[src/qdc_pkg.sv]
// Constants, types and field layout of the quad converter serial control block.
// Assumes a single system clock domain; link pins are sampled by that clock.
// Behaviour
// - Frame select low starts sixteen-bit falling-edge capture.
// - Sixteenth falling edge executes the frame.
// - Edges after the sixteenth are ignored.
// - First two bits address one channel.
// - Next two bits choose the operation.
// - Ten data bits, MSB first, straight binary; last two bits ignored.
// - Early select rise discards the frame.
// - Mode eleven powers down all channels.
// - Address bits choose power-down termination.
// - Power-down leaves code registers unchanged.
// - Outputs valid only after wake delay.
// - Reset clears codes, outputs zero until write.
// - Each code is ten bits, zero to 1023.
package qdc_pkg;
    localparam int FRAME_BITS = 16;
    localparam int CODE_BITS = 10;
    localparam int NUM_CH = 4;
    localparam int ADDR_MSB = 15;
    localparam int ADDR_LSB = 14;
    localparam int MODE_MSB = 13;
    localparam int MODE_LSB = 12;
    localparam int CODE_MSB = 11;
    localparam int CODE_LSB = 2;
    localparam int SYS_CLK_HZ = 50_000_000;
    localparam int WAKE_DELAY_US = 39;
    localparam int WAKE_CYCLES = (WAKE_DELAY_US * (SYS_CLK_HZ / 1_000_000));
    localparam logic [9:0] CODE_RESET = 10'h000;
    typedef enum logic [1:0] {
        QDC_LOAD_ONLY = 2'h0,
        QDC_LOAD_UPDATE = 2'h1,
        QDC_LOAD_ALL = 2'h2,
        QDC_POWER_DOWN = 2'h3
    } qdc_mode_t;
    typedef enum logic [1:0] {
        QDC_TERM_HIZ,
        QDC_TERM_2K5,
        QDC_TERM_100K
    } qdc_term_t;
    typedef struct packed {
        logic [1:0] channel_select;
        qdc_mode_t mode;
        logic [9:0] code;
    } qdc_frame_t;
endpackage : qdc_pkg

[src/qdc_top.sv]
// Top of the quad converter control: code registers, output latches, power modes.
// Assumes the host keeps the serial link rules; analog parts lie outside.
`timescale 1ns/1ps
`default_nettype none
module qdc_top #(
    parameter int WAKE_CYCLES = qdc_pkg::WAKE_CYCLES
) (
    input wire logic sys_clk_i,
    input wire logic nrst_i,
    input wire logic clk_en_i,
    input wire logic frame_sel_n_i,
    input wire logic serial_clk_i,
    input wire logic serial_data_i,
    output logic [4*qdc_pkg::CODE_BITS-1:0] out_code_o,
    output logic powered_down_o,
    output qdc_pkg::qdc_term_t term_o,
    output logic outputs_valid_o,
    output logic frame_done_o,
    output logic frame_abort_o
);
    localparam int NCH = qdc_pkg::NUM_CH;
    localparam int CW = qdc_pkg::CODE_BITS;
    initial begin
        if (WAKE_CYCLES < 1 || WAKE_CYCLES > 65535) $error("WAKE_CYCLES out of range");
    end
    qdc_pkg::qdc_frame_t frame;
    logic done;
    logic [CW-1:0] code_q [NCH];
    logic [CW-1:0] latch_q [NCH];
    logic pd_q;
    qdc_pkg::qdc_term_t term_q;
    logic [15:0] wake_q;
    logic wrote_q;
    qdc_frame_rx #(
        .FRAME_LEN(qdc_pkg::FRAME_BITS)
    ) u_rx (
        .sys_clk_i(sys_clk_i),
        .nrst_i(nrst_i),
        .clk_en_i(clk_en_i),
        .frame_sel_n_i(frame_sel_n_i),
        .serial_clk_i(serial_clk_i),
        .serial_data_i(serial_data_i),
        .frame_done_o(done),
        .frame_o(frame),
        .frame_abort_o(frame_abort_o)
    );
    assign frame_done_o = done;
    function automatic qdc_pkg::qdc_term_t term_of(input logic [1:0] sel);
        unique case (sel)
            2'h1: term_of = qdc_pkg::QDC_TERM_2K5;
            2'h2: term_of = qdc_pkg::QDC_TERM_100K;
            default: term_of = qdc_pkg::QDC_TERM_HIZ;
        endcase
    endfunction : term_of
    // ==================================================
    // Code registers and output latches
    genvar g;
    generate
        for (g = 0; g < NCH; g++) begin : g_ch
            always_ff @(posedge sys_clk_i or negedge nrst_i) begin
                if (!nrst_i) begin
                    code_q[g] <= qdc_pkg::CODE_RESET;
                    latch_q[g] <= qdc_pkg::CODE_RESET;
                end else if (clk_en_i && done) begin
                    unique case (frame.mode)
                        qdc_pkg::QDC_LOAD_ONLY: begin
                            if (frame.channel_select == 2'(g)) code_q[g] <= frame.code;
                        end
                        qdc_pkg::QDC_LOAD_UPDATE: begin
                            if (frame.channel_select == 2'(g)) begin
                                code_q[g] <= frame.code;
                                latch_q[g] <= frame.code;
                            end else begin
                                latch_q[g] <= code_q[g];
                            end
                        end
                        qdc_pkg::QDC_LOAD_ALL: begin
                            code_q[g] <= frame.code;
                            latch_q[g] <= frame.code;
                        end
                        qdc_pkg::QDC_POWER_DOWN: begin
                        end
                    endcase
                end
            end
            assign out_code_o[g*CW +: CW] = latch_q[g];
        end
    endgenerate
    // ==================================================
    // Power-down and wake
    // power mode and wake counter
    always_ff @(posedge sys_clk_i or negedge nrst_i) begin
        if (!nrst_i) begin
            pd_q <= 1'b0;
            term_q <= qdc_pkg::QDC_TERM_HIZ;
            wake_q <= 16'h0000;
        end else if (clk_en_i) begin
            if (done && frame.mode == qdc_pkg::QDC_POWER_DOWN) begin
                pd_q <= 1'b1;
                term_q <= term_of(frame.channel_select);
                wake_q <= 16'h0000;
            end else if (done && pd_q) begin
                pd_q <= 1'b0;
                wake_q <= 16'(WAKE_CYCLES);
            end else if (wake_q != 16'h0000) begin
                wake_q <= wake_q - 16'h0001;
            end
        end
    end
    // outputs held at zero until first valid frame
    always_ff @(posedge sys_clk_i or negedge nrst_i) begin
        if (!nrst_i) begin
            wrote_q <= 1'b0;
        end else if (clk_en_i && done) begin
            wrote_q <= 1'b1;
        end
    end
    assign powered_down_o = pd_q;
    assign term_o = term_q;
    assign outputs_valid_o = wrote_q && !pd_q && wake_q == 16'h0000;
    // ==================================================
    // Assertions on frame execution
    logic pd_cmd;
    logic ld_cmd;
    assign ld_cmd = clk_en_i && done;
    assign pd_cmd = ld_cmd && frame.mode == qdc_pkg::QDC_POWER_DOWN;
    chk_pd_keeps_code: assert property (@(posedge sys_clk_i) disable iff (!nrst_i)
        pd_cmd |=> $stable(code_q[0]))
        else $error("power-down changed a code register");
    chk_pd_keeps_code1: assert property (@(posedge sys_clk_i) disable iff (!nrst_i)
        pd_cmd |=> $stable(code_q[1]))
        else $error("power-down changed code register one");
    chk_pd_keeps_code2: assert property (@(posedge sys_clk_i) disable iff (!nrst_i)
        pd_cmd |=> $stable(code_q[2]))
        else $error("power-down changed code register two");
    chk_pd_keeps_code3: assert property (@(posedge sys_clk_i) disable iff (!nrst_i)
        pd_cmd |=> $stable(code_q[3]))
        else $error("power-down changed code register three");
    chk_pd_keeps_latch: assert property (@(posedge sys_clk_i) disable iff (!nrst_i)
        pd_cmd |=> $stable(latch_q[1]))
        else $error("power-down moved an output latch");
    chk_pd_entry: assert property (@(posedge sys_clk_i) disable iff (!nrst_i)
        pd_cmd |=> pd_q)
        else $error("power-down not entered");
    chk_pd_term: assert property (@(posedge sys_clk_i) disable iff (!nrst_i)
        (pd_cmd && frame.channel_select == 2'h1) |=> term_q == qdc_pkg::QDC_TERM_2K5)
        else $error("wrong power-down termination");
    chk_pd_term_100k: assert property (@(posedge sys_clk_i) disable iff (!nrst_i)
        (pd_cmd && frame.channel_select == 2'h2) |=> term_q == qdc_pkg::QDC_TERM_100K)
        else $error("wrong power-down termination for address two");
    chk_pd_term_hiz0: assert property (@(posedge sys_clk_i) disable iff (!nrst_i)
        (pd_cmd && frame.channel_select == 2'h0) |=> term_q == qdc_pkg::QDC_TERM_HIZ)
        else $error("wrong power-down termination for address zero");
    chk_pd_term_hiz3: assert property (@(posedge sys_clk_i) disable iff (!nrst_i)
        (pd_cmd && frame.channel_select == 2'h3) |=> term_q == qdc_pkg::QDC_TERM_HIZ)
        else $error("wrong power-down termination for address three");
    chk_pd_exit: assert property (@(posedge sys_clk_i) disable iff (!nrst_i)
        (ld_cmd && pd_q && frame.mode != qdc_pkg::QDC_POWER_DOWN) |=> !pd_q)
        else $error("power-down not left by a write frame");
    chk_wake_wait: assert property (@(posedge sys_clk_i) disable iff (!nrst_i)
        $fell(pd_q) |-> !outputs_valid_o) else $error("outputs valid before wake delay");
    chk_wake_load: assert property (@(posedge sys_clk_i) disable iff (!nrst_i)
        $fell(pd_q) |-> wake_q == 16'(WAKE_CYCLES))
        else $error("wake counter not loaded on power-down exit");
    chk_load_all: assert property (@(posedge sys_clk_i) disable iff (!nrst_i)
        (ld_cmd && frame.mode == qdc_pkg::QDC_LOAD_ALL)
        |=> latch_q[3] == $past(frame.code)) else $error("load-all missed a channel");
    chk_load_all_zero: assert property (@(posedge sys_clk_i) disable iff (!nrst_i)
        (ld_cmd && frame.mode == qdc_pkg::QDC_LOAD_ALL)
        |=> latch_q[0] == $past(frame.code)) else $error("load-all missed channel zero");
    chk_load_all_code: assert property (@(posedge sys_clk_i) disable iff (!nrst_i)
        (ld_cmd && frame.mode == qdc_pkg::QDC_LOAD_ALL)
        |=> code_q[2] == $past(frame.code)) else $error("load-all missed code two");
    chk_defer_latch: assert property (@(posedge sys_clk_i) disable iff (!nrst_i)
        (ld_cmd && frame.mode == qdc_pkg::QDC_LOAD_ONLY) |=> $stable(latch_q[0]))
        else $error("deferred load moved an output");
    chk_defer_latch3: assert property (@(posedge sys_clk_i) disable iff (!nrst_i)
        (ld_cmd && frame.mode == qdc_pkg::QDC_LOAD_ONLY) |=> $stable(latch_q[3]))
        else $error("deferred load moved output three");
    chk_defer_code: assert property (@(posedge sys_clk_i) disable iff (!nrst_i)
        (ld_cmd && frame.mode == qdc_pkg::QDC_LOAD_ONLY && frame.channel_select == 2'h0)
        |=> code_q[0] == $past(frame.code)) else $error("deferred load missed its code");
    chk_update_copy: assert property (@(posedge sys_clk_i) disable iff (!nrst_i)
        (ld_cmd && frame.mode == qdc_pkg::QDC_LOAD_UPDATE && frame.channel_select != 2'h1)
        |=> latch_q[1] == $past(code_q[1])) else $error("update did not copy a held code");
    chk_update_new: assert property (@(posedge sys_clk_i) disable iff (!nrst_i)
        (ld_cmd && frame.mode == qdc_pkg::QDC_LOAD_UPDATE && frame.channel_select == 2'h2)
        |=> latch_q[2] == $past(frame.code)) else $error("update missed addressed channel");
    chk_reset_zero: assert property (@(posedge sys_clk_i) disable iff (!nrst_i)
        !wrote_q |-> latch_q[0] == qdc_pkg::CODE_RESET)
        else $error("output moved before the first write");
    chk_wrote_set: assert property (@(posedge sys_clk_i) disable iff (!nrst_i)
        ld_cmd |=> wrote_q)
        else $error("completed frame not recorded");
endmodule : qdc_top
`default_nettype wire

[src/qdc_frame_rx.sv]
// Serial frame receiver: samples the link pins, counts falling clock edges.
// Assumes link pins are asynchronous to sys_clk_i and slow against it.
`timescale 1ns/1ps
`default_nettype none
module qdc_frame_rx #(
    parameter int FRAME_LEN = qdc_pkg::FRAME_BITS
) (
    input wire logic sys_clk_i,
    input wire logic nrst_i,
    input wire logic clk_en_i,
    input wire logic frame_sel_n_i,
    input wire logic serial_clk_i,
    input wire logic serial_data_i,
    output logic frame_done_o,
    output qdc_pkg::qdc_frame_t frame_o,
    output logic frame_abort_o
);
    initial begin
        if (FRAME_LEN != 16) $error("qdc_frame_rx supports only 16-bit frames");
    end
    logic [1:0] sel_sync_q;
    logic [1:0] clk_sync_q;
    logic [1:0] dat_sync_q;
    logic clk_prev_q;
    logic sel_prev_q;
    logic [FRAME_LEN-1:0] shift_q;
    logic [4:0] count_q;
    logic done_q;
    logic abort_q;
    logic fall_edge;
    logic sel_low;
    // ==================================================
    // Pin synchronisers
    always_ff @(posedge sys_clk_i or negedge nrst_i) begin
        if (!nrst_i) begin
            sel_sync_q <= 2'h3;
            clk_sync_q <= 2'h0;
            dat_sync_q <= 2'h0;
            clk_prev_q <= 1'b0;
            sel_prev_q <= 1'b1;
        end else if (clk_en_i) begin
            sel_sync_q <= {sel_sync_q[0], frame_sel_n_i};
            clk_sync_q <= {clk_sync_q[0], serial_clk_i};
            dat_sync_q <= {dat_sync_q[0], serial_data_i};
            clk_prev_q <= clk_sync_q[1];
            sel_prev_q <= sel_sync_q[1];
        end
    end
    assign sel_low = !sel_sync_q[1];
    assign fall_edge = clk_prev_q && !clk_sync_q[1];
    // ==================================================
    // Shift register and edge counter
    // falling-edge capture, capped
    always_ff @(posedge sys_clk_i or negedge nrst_i) begin
        if (!nrst_i) begin
            shift_q <= '0;
            count_q <= 5'h00;
        end else if (clk_en_i) begin
            if (!sel_low) begin
                count_q <= 5'h00;
            end else if (fall_edge && count_q < 5'(FRAME_LEN)) begin
                shift_q <= {shift_q[FRAME_LEN-2:0], dat_sync_q[1]};
                count_q <= count_q + 5'h01;
            end
        end
    end
    always_ff @(posedge sys_clk_i or negedge nrst_i) begin
        if (!nrst_i) begin
            done_q <= 1'b0;
            abort_q <= 1'b0;
        end else if (clk_en_i) begin
            done_q <= sel_low && fall_edge && count_q == 5'(FRAME_LEN - 1);
            abort_q <= sel_low == 1'b0 && sel_prev_q == 1'b0 && count_q != 5'(FRAME_LEN)
                       && count_q != 5'h00;
        end else begin
            done_q <= 1'b0;
            abort_q <= 1'b0;
        end
    end
    assign frame_done_o = done_q;
    assign frame_abort_o = abort_q;
    assign frame_o.channel_select = shift_q[qdc_pkg::ADDR_MSB:qdc_pkg::ADDR_LSB];
    assign frame_o.mode = qdc_pkg::qdc_mode_t'(shift_q[qdc_pkg::MODE_MSB:qdc_pkg::MODE_LSB]);
    assign frame_o.code = shift_q[qdc_pkg::CODE_MSB:qdc_pkg::CODE_LSB];
    // counter never passes the frame length
    chk_count_capped: assert property (@(posedge sys_clk_i) disable iff (!nrst_i)
        count_q <= 5'(FRAME_LEN)) else $error("edge counter passed frame length");
    chk_done_in_frame: assert property (@(posedge sys_clk_i) disable iff (!nrst_i)
        done_q |-> $past(sel_low)) else $error("frame done outside select");
endmodule : qdc_frame_rx
`default_nettype wire

[config.mk]
export PLATFORM = sky130hd
export DESIGN_NAME = qdc_top
export DESIGN_NICKNAME = d
export VERILOG_FILES = /design/src/qdc_pkg.sv /design/src/qdc_top.sv /design/src/qdc_frame_rx.sv
export SDC_FILE = /design/constraint.sdc
export NUM_CORES = 1
export LEC_CHECK = 0
export BUFFER_PORTS_ARGS = -buffer_cell sky130_fd_sc_hd__buf_2
export CORE_MARGIN = 2
export CORE_UTILIZATION = 59
export CTS_CLUSTER_SIZE = 14
export DETAILED_ROUTE_END_ITERATION = 8
export PLACE_DENSITY = 0.83
export SYNTH_ARGS = -nofsm -noshare
export SYNTH_HDL_FRONTEND = slang
export SYNTH_SLANG_ARGS = --single-unit
[constraint.sdc]
create_clock -name sys_clk_i -period 5.19 [get_ports sys_clk_i]
set_input_delay 0.7785 -clock sys_clk_i [delete_from_list [all_inputs] [get_ports sys_clk_i]]
set_output_delay 0.7785 -clock sys_clk_i [all_outputs]
set_load 0.01 [all_outputs]
# [Yosys cells after proc, flatten, opt, wreduce, memory -nomap -nowiden]
# Index checks and enable logic that the tools add are counted.
[totals] register_bits=131 output_inout_bits=46 word_cells=89
[op_classes] add_sub_neg=2 n_lt_le_gt_ge=1 eq_ne=8 muxes=22 n_bitwise=2 reduce_logical=33
[op_table] operator="one-hot mux 10 bit (2 select lines)" count=8
[op_table] operator="two-way mux 16 bit" count=3
[op_table] operator="two-way mux 10 bit" count=4
[op_table] operator="zero test 16 bit" count=1
[op_table] operator="nonzero test 16 bit" count=1
[op_table] operator="subtractor 16 x 1 -> 16 bit, second input constant" count=1
[op_table] operator="logical AND 1 bit" count=12
[op_table] operator="AND reduction 2 bit" count=6
[op_table] operator="two-way mux 5 bit" count=2
[op_table] operator="== test 2 bit, second input constant" count=4
[op_table] operator="nonzero test 2 bit" count=4
[op_table] operator="adder 5 x 1 -> 5 bit, second input constant" count=1
[op_table] operator="== test 5 x 4 -> 1 bit, second input constant" count=1
[op_table] operator="< comparator 5 bit, second input constant" count=1
[op_table] operator="inequality test 5 bit, second input constant" count=1
[op_table] operator="nonzero test 5 bit" count=1
[op_table] operator="== test 2 x 1 -> 1 bit, second input constant" count=2
[op_table] operator="zero test 2 bit" count=2
[op_table] operator="two-way mux 1 bit" count=4
[op_table] operator="one-hot mux 2 bit (2 select lines)" count=1
[op_table] operator="zero test 1 bit" count=3
[op_table] operator="AND reduction 3 bit" count=1
[op_table] operator="nonzero test 3 bit" count=1
[op_table] operator="inverter 1 bit" count=2
[op_table] operator="OR reduction 2 bit" count=1

# [Depth between registers and ports, before layout]
[logic_depth] ltp_word=5 ltp_mapped=7 depth_no_buf=6

# [Cells and area by module]
# Synthesis repeated with hierarchy kept, for this count alone.
[unflattened] hier_cells=506 area_unflattened_um2=6078.3
[by_module_without_submodules] module="qdc_top" n_inst=1 cells_each=400 area_each_um2=4639.4 seq_area_each_um2=2502.4
[by_module_without_submodules] module="qdc_frame_rx" n_inst=1 cells_each=106 area_each_um2=1438.9 seq_area_each_um2=779.5

# [Worst setup path after synthesis]
# OpenSTA, ideal clock, no wires.
[synth_path] path_kind="reg-to-output" startpoint="reg wake_q[0]" endpoint="out outputs_valid_o" t_arrival_ns=1.607 t_required_ns=4.411 setup_slack_ns=2.805 stages_incl_launch_ff=6 n_path_buf=0 path_cell_list="dfrtp_1 inv_1 ha_1 nor3b_1 nand3_1 nor4_1"
[synth_via] elab_chain_len=2
[synth_lines] item="start: declaration" line_no="qdc_top.sv:32" rtl="logic [15:0] wake_q;"
[synth_lines] item="start signal: assignment" line_no="qdc_top.sv:104" rtl="wake_q <= 16'(WAKE_CYCLES);"
[synth_lines] item="start signal: assignment" line_no="qdc_top.sv:106" rtl="wake_q <= wake_q - 16'h0001;"
[synth_lines] item="zero test 16 bit" line_no="qdc_top.sv:120" rtl="assign outputs_valid_o = wrote_q && !pd_q && wake_q == 16'h0000;"
[synth_lines] item="logical AND 1 bit" line_no="qdc_top.sv:120"
[synth_lines] item="end: declaration" line_no="qdc_top.sv:17" rtl="output logic outputs_valid_o,"
# Every way passes these cells.

# [Worst setup path in the final report]
# Same ends and word-level chain as after synthesis.

==> summary by stage <==
Timing
For the final database, setup skew stands at 7.60 ps. The actual transition at the worst max-transition pin is 1350 ps. The tightest slew margin relative to the limit is 9.78%.

Setup repair after global routing left no endpoint under its margin. In the final timing run, aggregate negative setup slack is 0 ps. The max-slew violation count is 0. The post-route clock period utilization is 62.4%. The setup violation total in the final timing report is 0.

The total count of hold-check failures in the final report came to 0. Timing would allow up to 309 MHz. For the finished layout, the period the worst path requires is 3240 ps. The tightest hold path in the finished design has a slack of 299 ps.

Cells and area
The area growth from synthesis to layout is 14.9%. The most common cell after layout, fill and taps aside is dfrtp_1. The finished layout holds 696 standard cells, fillers aside. Summing all multi-input logic gate instances after layout gives 2480 um^2. The repair_antennas step left the layout with diodes totalling 0. In the layout the commonest cells are dfrtp_1, nand2_1, o21ai_0.

The final net count is 565. Cells with a size suffix above 1 make up 27.9% of the layout. After filler insertion, the fill cell instance count of the layout stands at 679. In the final layout, flip-flops and latches occupy 3280 um^2.

Yosys
The sequential share of the synthesized area is 54.9%. The synthesized netlist devotes 10.3% of its cell area to compound gates. The cell count after synthesis came out at 510. Counting flops with a built-in enable in the synthesized netlist gives 0. The synthesized netlist devotes 0.146% of its cell area to XOR and XNOR gates. Summing the areas of all fa, ha and maj instances in the mapped netlist gives 1.46% of the synthesized area. The top-area cell type share of the netlist area is 53.5%. The synthesized netlist contains 57 unique library cells. The average cell area after synthesis is 11.7 um^2.

Yosys printed 0 warnings. The number of nets handed over by synthesis was 523. The most used flip-flop cell after synthesis is dfrtp_1.

Of the post-synthesis cell area, the part taken by muxes is 19.8%. For this run, asynchronously set or reset flops after synthesis account for 100%. dfrtp_1 takes more of the synthesized area than any other cell. In the post-synthesis netlist, the biggest area contributors are dfrtp_1, mux2_2, mux2i_1. The area of the mapped netlist is 5980 um^2. Synthesis inferred 131 register bits. After synthesis, the largest family of logic cells by area is multiplexers. The area fraction in and, or, nand and nor cells after synthesis is 9.77%.

Critical path
The kind of end point of the critical path is an output port. The setup slack of the worst register-to-register path is 2730 ps. The arrival time at the worst endpoint is 2460 ps. The data required time at the worst endpoint is 4410 ps. Grouping stages by cell kind, the critical path spends the most delay in simple AND/OR/NAND/NOR gates.

For this run, the slowest stage of the critical path takes 430 ps. The worst setup path is of the flip-flop to output port kind. Traced cell by cell, the critical path runs through inv_1, ha_1, nor3b_1, nand3_1, nor4_1, buf_2. The top fanout value on the critical path is 5.

The library cell contributing the largest single delay on the critical path is dfrtp_1. The number of buffers and inverters on the critical path is 2. The type of element launching the critical path is a flip-flop.

Detailed routing
The total via count in the routed design is 4,092. In the final routed layout, each cell accounts on average for 18.0 um. Dividing the detail-routed via count by the number of cells gives 5.88. The number of remaining DRC errors is 0. Before antenna repair, the detailed router went through 6 iterations. The remaining antenna violation count is 0. The sum of routed wire length over all layers is 12,500 um. The detailed router finished its first iteration with 210 violations.

Floorplanning
The horizontal extent of the die is 105 um. 52 I/O pins were placed. The die covers 11,000 um^2.

The core box area is 9820 um^2. The height of the die is 105 um. The number of rows in the core area is 36.

The effective utilization at floorplan is 60.9%.

CTS
In this run the deepest clock path goes through 2 buffers. In this run the post-CTS setup repair buffer count came out at 0. The clock latency at the later pin of the worst-skew pair is 530 ps. TritonCTS built the clock tree. The number of sinks on the clock net is 131. In this run the clock root is driven by a clkbuf_8.

The count of hold buffers inserted by post-cts repair is 0. The total number of H-tree levels is 4. The count of cells resized by post-cts repair is 0. The clock edge transition at the registers on the reported setup and hold paths is 60 ps.

The number of buffers inserted during clock tree synthesis is 17.

Global route
Entering global routing, the biggest net connects 81 pins. The number of antenna violations at the first check in global routing was 0. The total overflow left after global routing is 0. The first global-routing pass estimated 21,000 um of wire. The global-route usage over all layers is 24.4%.

The number of global-route vias before repair is 4,134.

Job
Across the run, the number of max-cap violations was 0.

Status
The run finished with clean final reports.

Place
The instance count after placement with tap cells included is 666. Detailed placement finished with a half-perimeter wire length of 7830 um. The final weighted congestion of routability-driven global placement is 0.863. The number of buffer cells added on primary ports is 51.

Worst hold path
The kind of path behind the tightest hold check is input pin to asynchronous set/reset pin.

Power
In this run the power density over the cells is 421 nW/um^2. VDD sags by at most 285 uV. The static leakage is 3.46 nW.
==> final cells by class <==
type	count	share of cell area (%)
Clock buffer	22	6.59
Clock inverter	8	1.86
Inverter	16	0.874
Multi-Input combinational cell	329	36.1
Sequential cell	131	47.7
Tap cell	133	2.42
Timing Repair Buffer	57	4.40
==> synthesized netlist by cell type, types with 2 or more instances <==
master and number:
a211oi_1 5, a21oi_1 9, a22oi_1 2, a31oi_1 2, a41oi_1 3, and2_1 3
and3_1 3, buf_1 10, buf_2 9, buf_4 3, clkbuf_1 11, dfrtp_1 128
dfstp_2 3, ha_1 7, inv_1 16, mux2_2 40, mux2_4 21, mux2i_1 42
nand2_1 66, nand2b_1 2, nand3_1 6, nand4_1 3, nor2_1 8, nor3_1 8
nor3b_1 3, nor4_1 2, nor4_4 2, o21ai_0 56, o21ai_1 2, o21bai_1 2
o2bb2ai_1 2, o31ai_1 3, o41ai_1 2, or3_1 3
==> metal layers <==
metal | global-route usage, % | part of all wire, % | up-vias
li1 | - | - | 1896
met2 | 39.6 | 49 | 129
met4 | 10.1 | 2.4 | 0
met1 | 32.2 | 44 | 2037
met5 | 0 | 0 | -
met3 | 5.36 | 4.8 | 30
==> cell families (layout without fill, tap and decap cells) <==
logic type / Yosys count / count (layout)
fa+ha+maj: 7 / 7
mux: 103 / 103
xor+xnor: 1 / 1
buf+inv: 50 / 103
flops: 131 / 131
simple gates: 117 / 117
compound gates: 101 / 101
==> worst reg2reg max path, delay by kind of cell, from the launching register on <==
| family | cells | cell delay (ps) |
|---|---|---|
| DFF | 1 | 420 |
| buffers and inverters | 1 | 230 |
| and+or+nand+nor | 1 | 280 |
| muxes | 1 | 360 |
| AOI/OAI and AO/OA | 1 | 1060 |
==> per-stage QoR <==
stage | utilization (%) | power, W | worst slack [ps] | cell area (um^2)
after floorplan | - | 0.00158 | 2800 | 5980
after global placement | 64.1 | 0.00170 | 2430 | 6290
after detailed placement | 64.1 | 0.00172 | 2250 | 6290
after CTS | 70.0 | 0.00290 | 1940 | 6880
after global routing | 70.0 | 0.00301 | 1790 | 6880
final | 70.0 | 0.00290 | 1950 | 6880
==> path summary, 6_finish.rpt <==
kind / depth (start not counted) / to / from
max in group asynchronous: 2 / u_rx.shift_q[3] / nrst_i
setup / recovery: 6 / outputs_valid_o / wake_q[0]
hold reg to reg: 2 / wrote_q / wrote_q
setup reg to reg: 4 / code_q[35] / u_rx.shift_q[15]
hold / removal: 1 / u_rx.dat_sync_q[0] / nrst_i
min in group sys_clk_i: 2 / wrote_q / wrote_q
==> power breakdown <==
| group | total, W | internal, W | switching [W] |
|---|---|---|---|
| Combinational | 0.000481 | 0.000223 | 0.000258 |
| Sequential | 0.00123 | 0.00110 | 0.000132 |
| Clock | 0.00118 | 0.000753 | 0.000430 |
| Total | 0.00290 | 0.00207 | 0.000821 |
==> state kept, by name, summed over array words and instances (netlist names) <==
name                flops
u_rx.frame_done_o       1
u_rx.sel_sync_q         2
wrote_q                 1
u_rx.clk_prev_q         1
wake_q                 16
out_code_o             40
u_rx.clk_sync_q         2
powered_down_o          1
u_rx.frame_abort_o      1
u_rx.dat_sync_q         2
u_rx.shift_q           16
u_rx.count_q            5
u_rx.sel_prev_q         1
code_q                 40
term_o                  2
No activity file was read; power rests on OpenSTA's default activity.
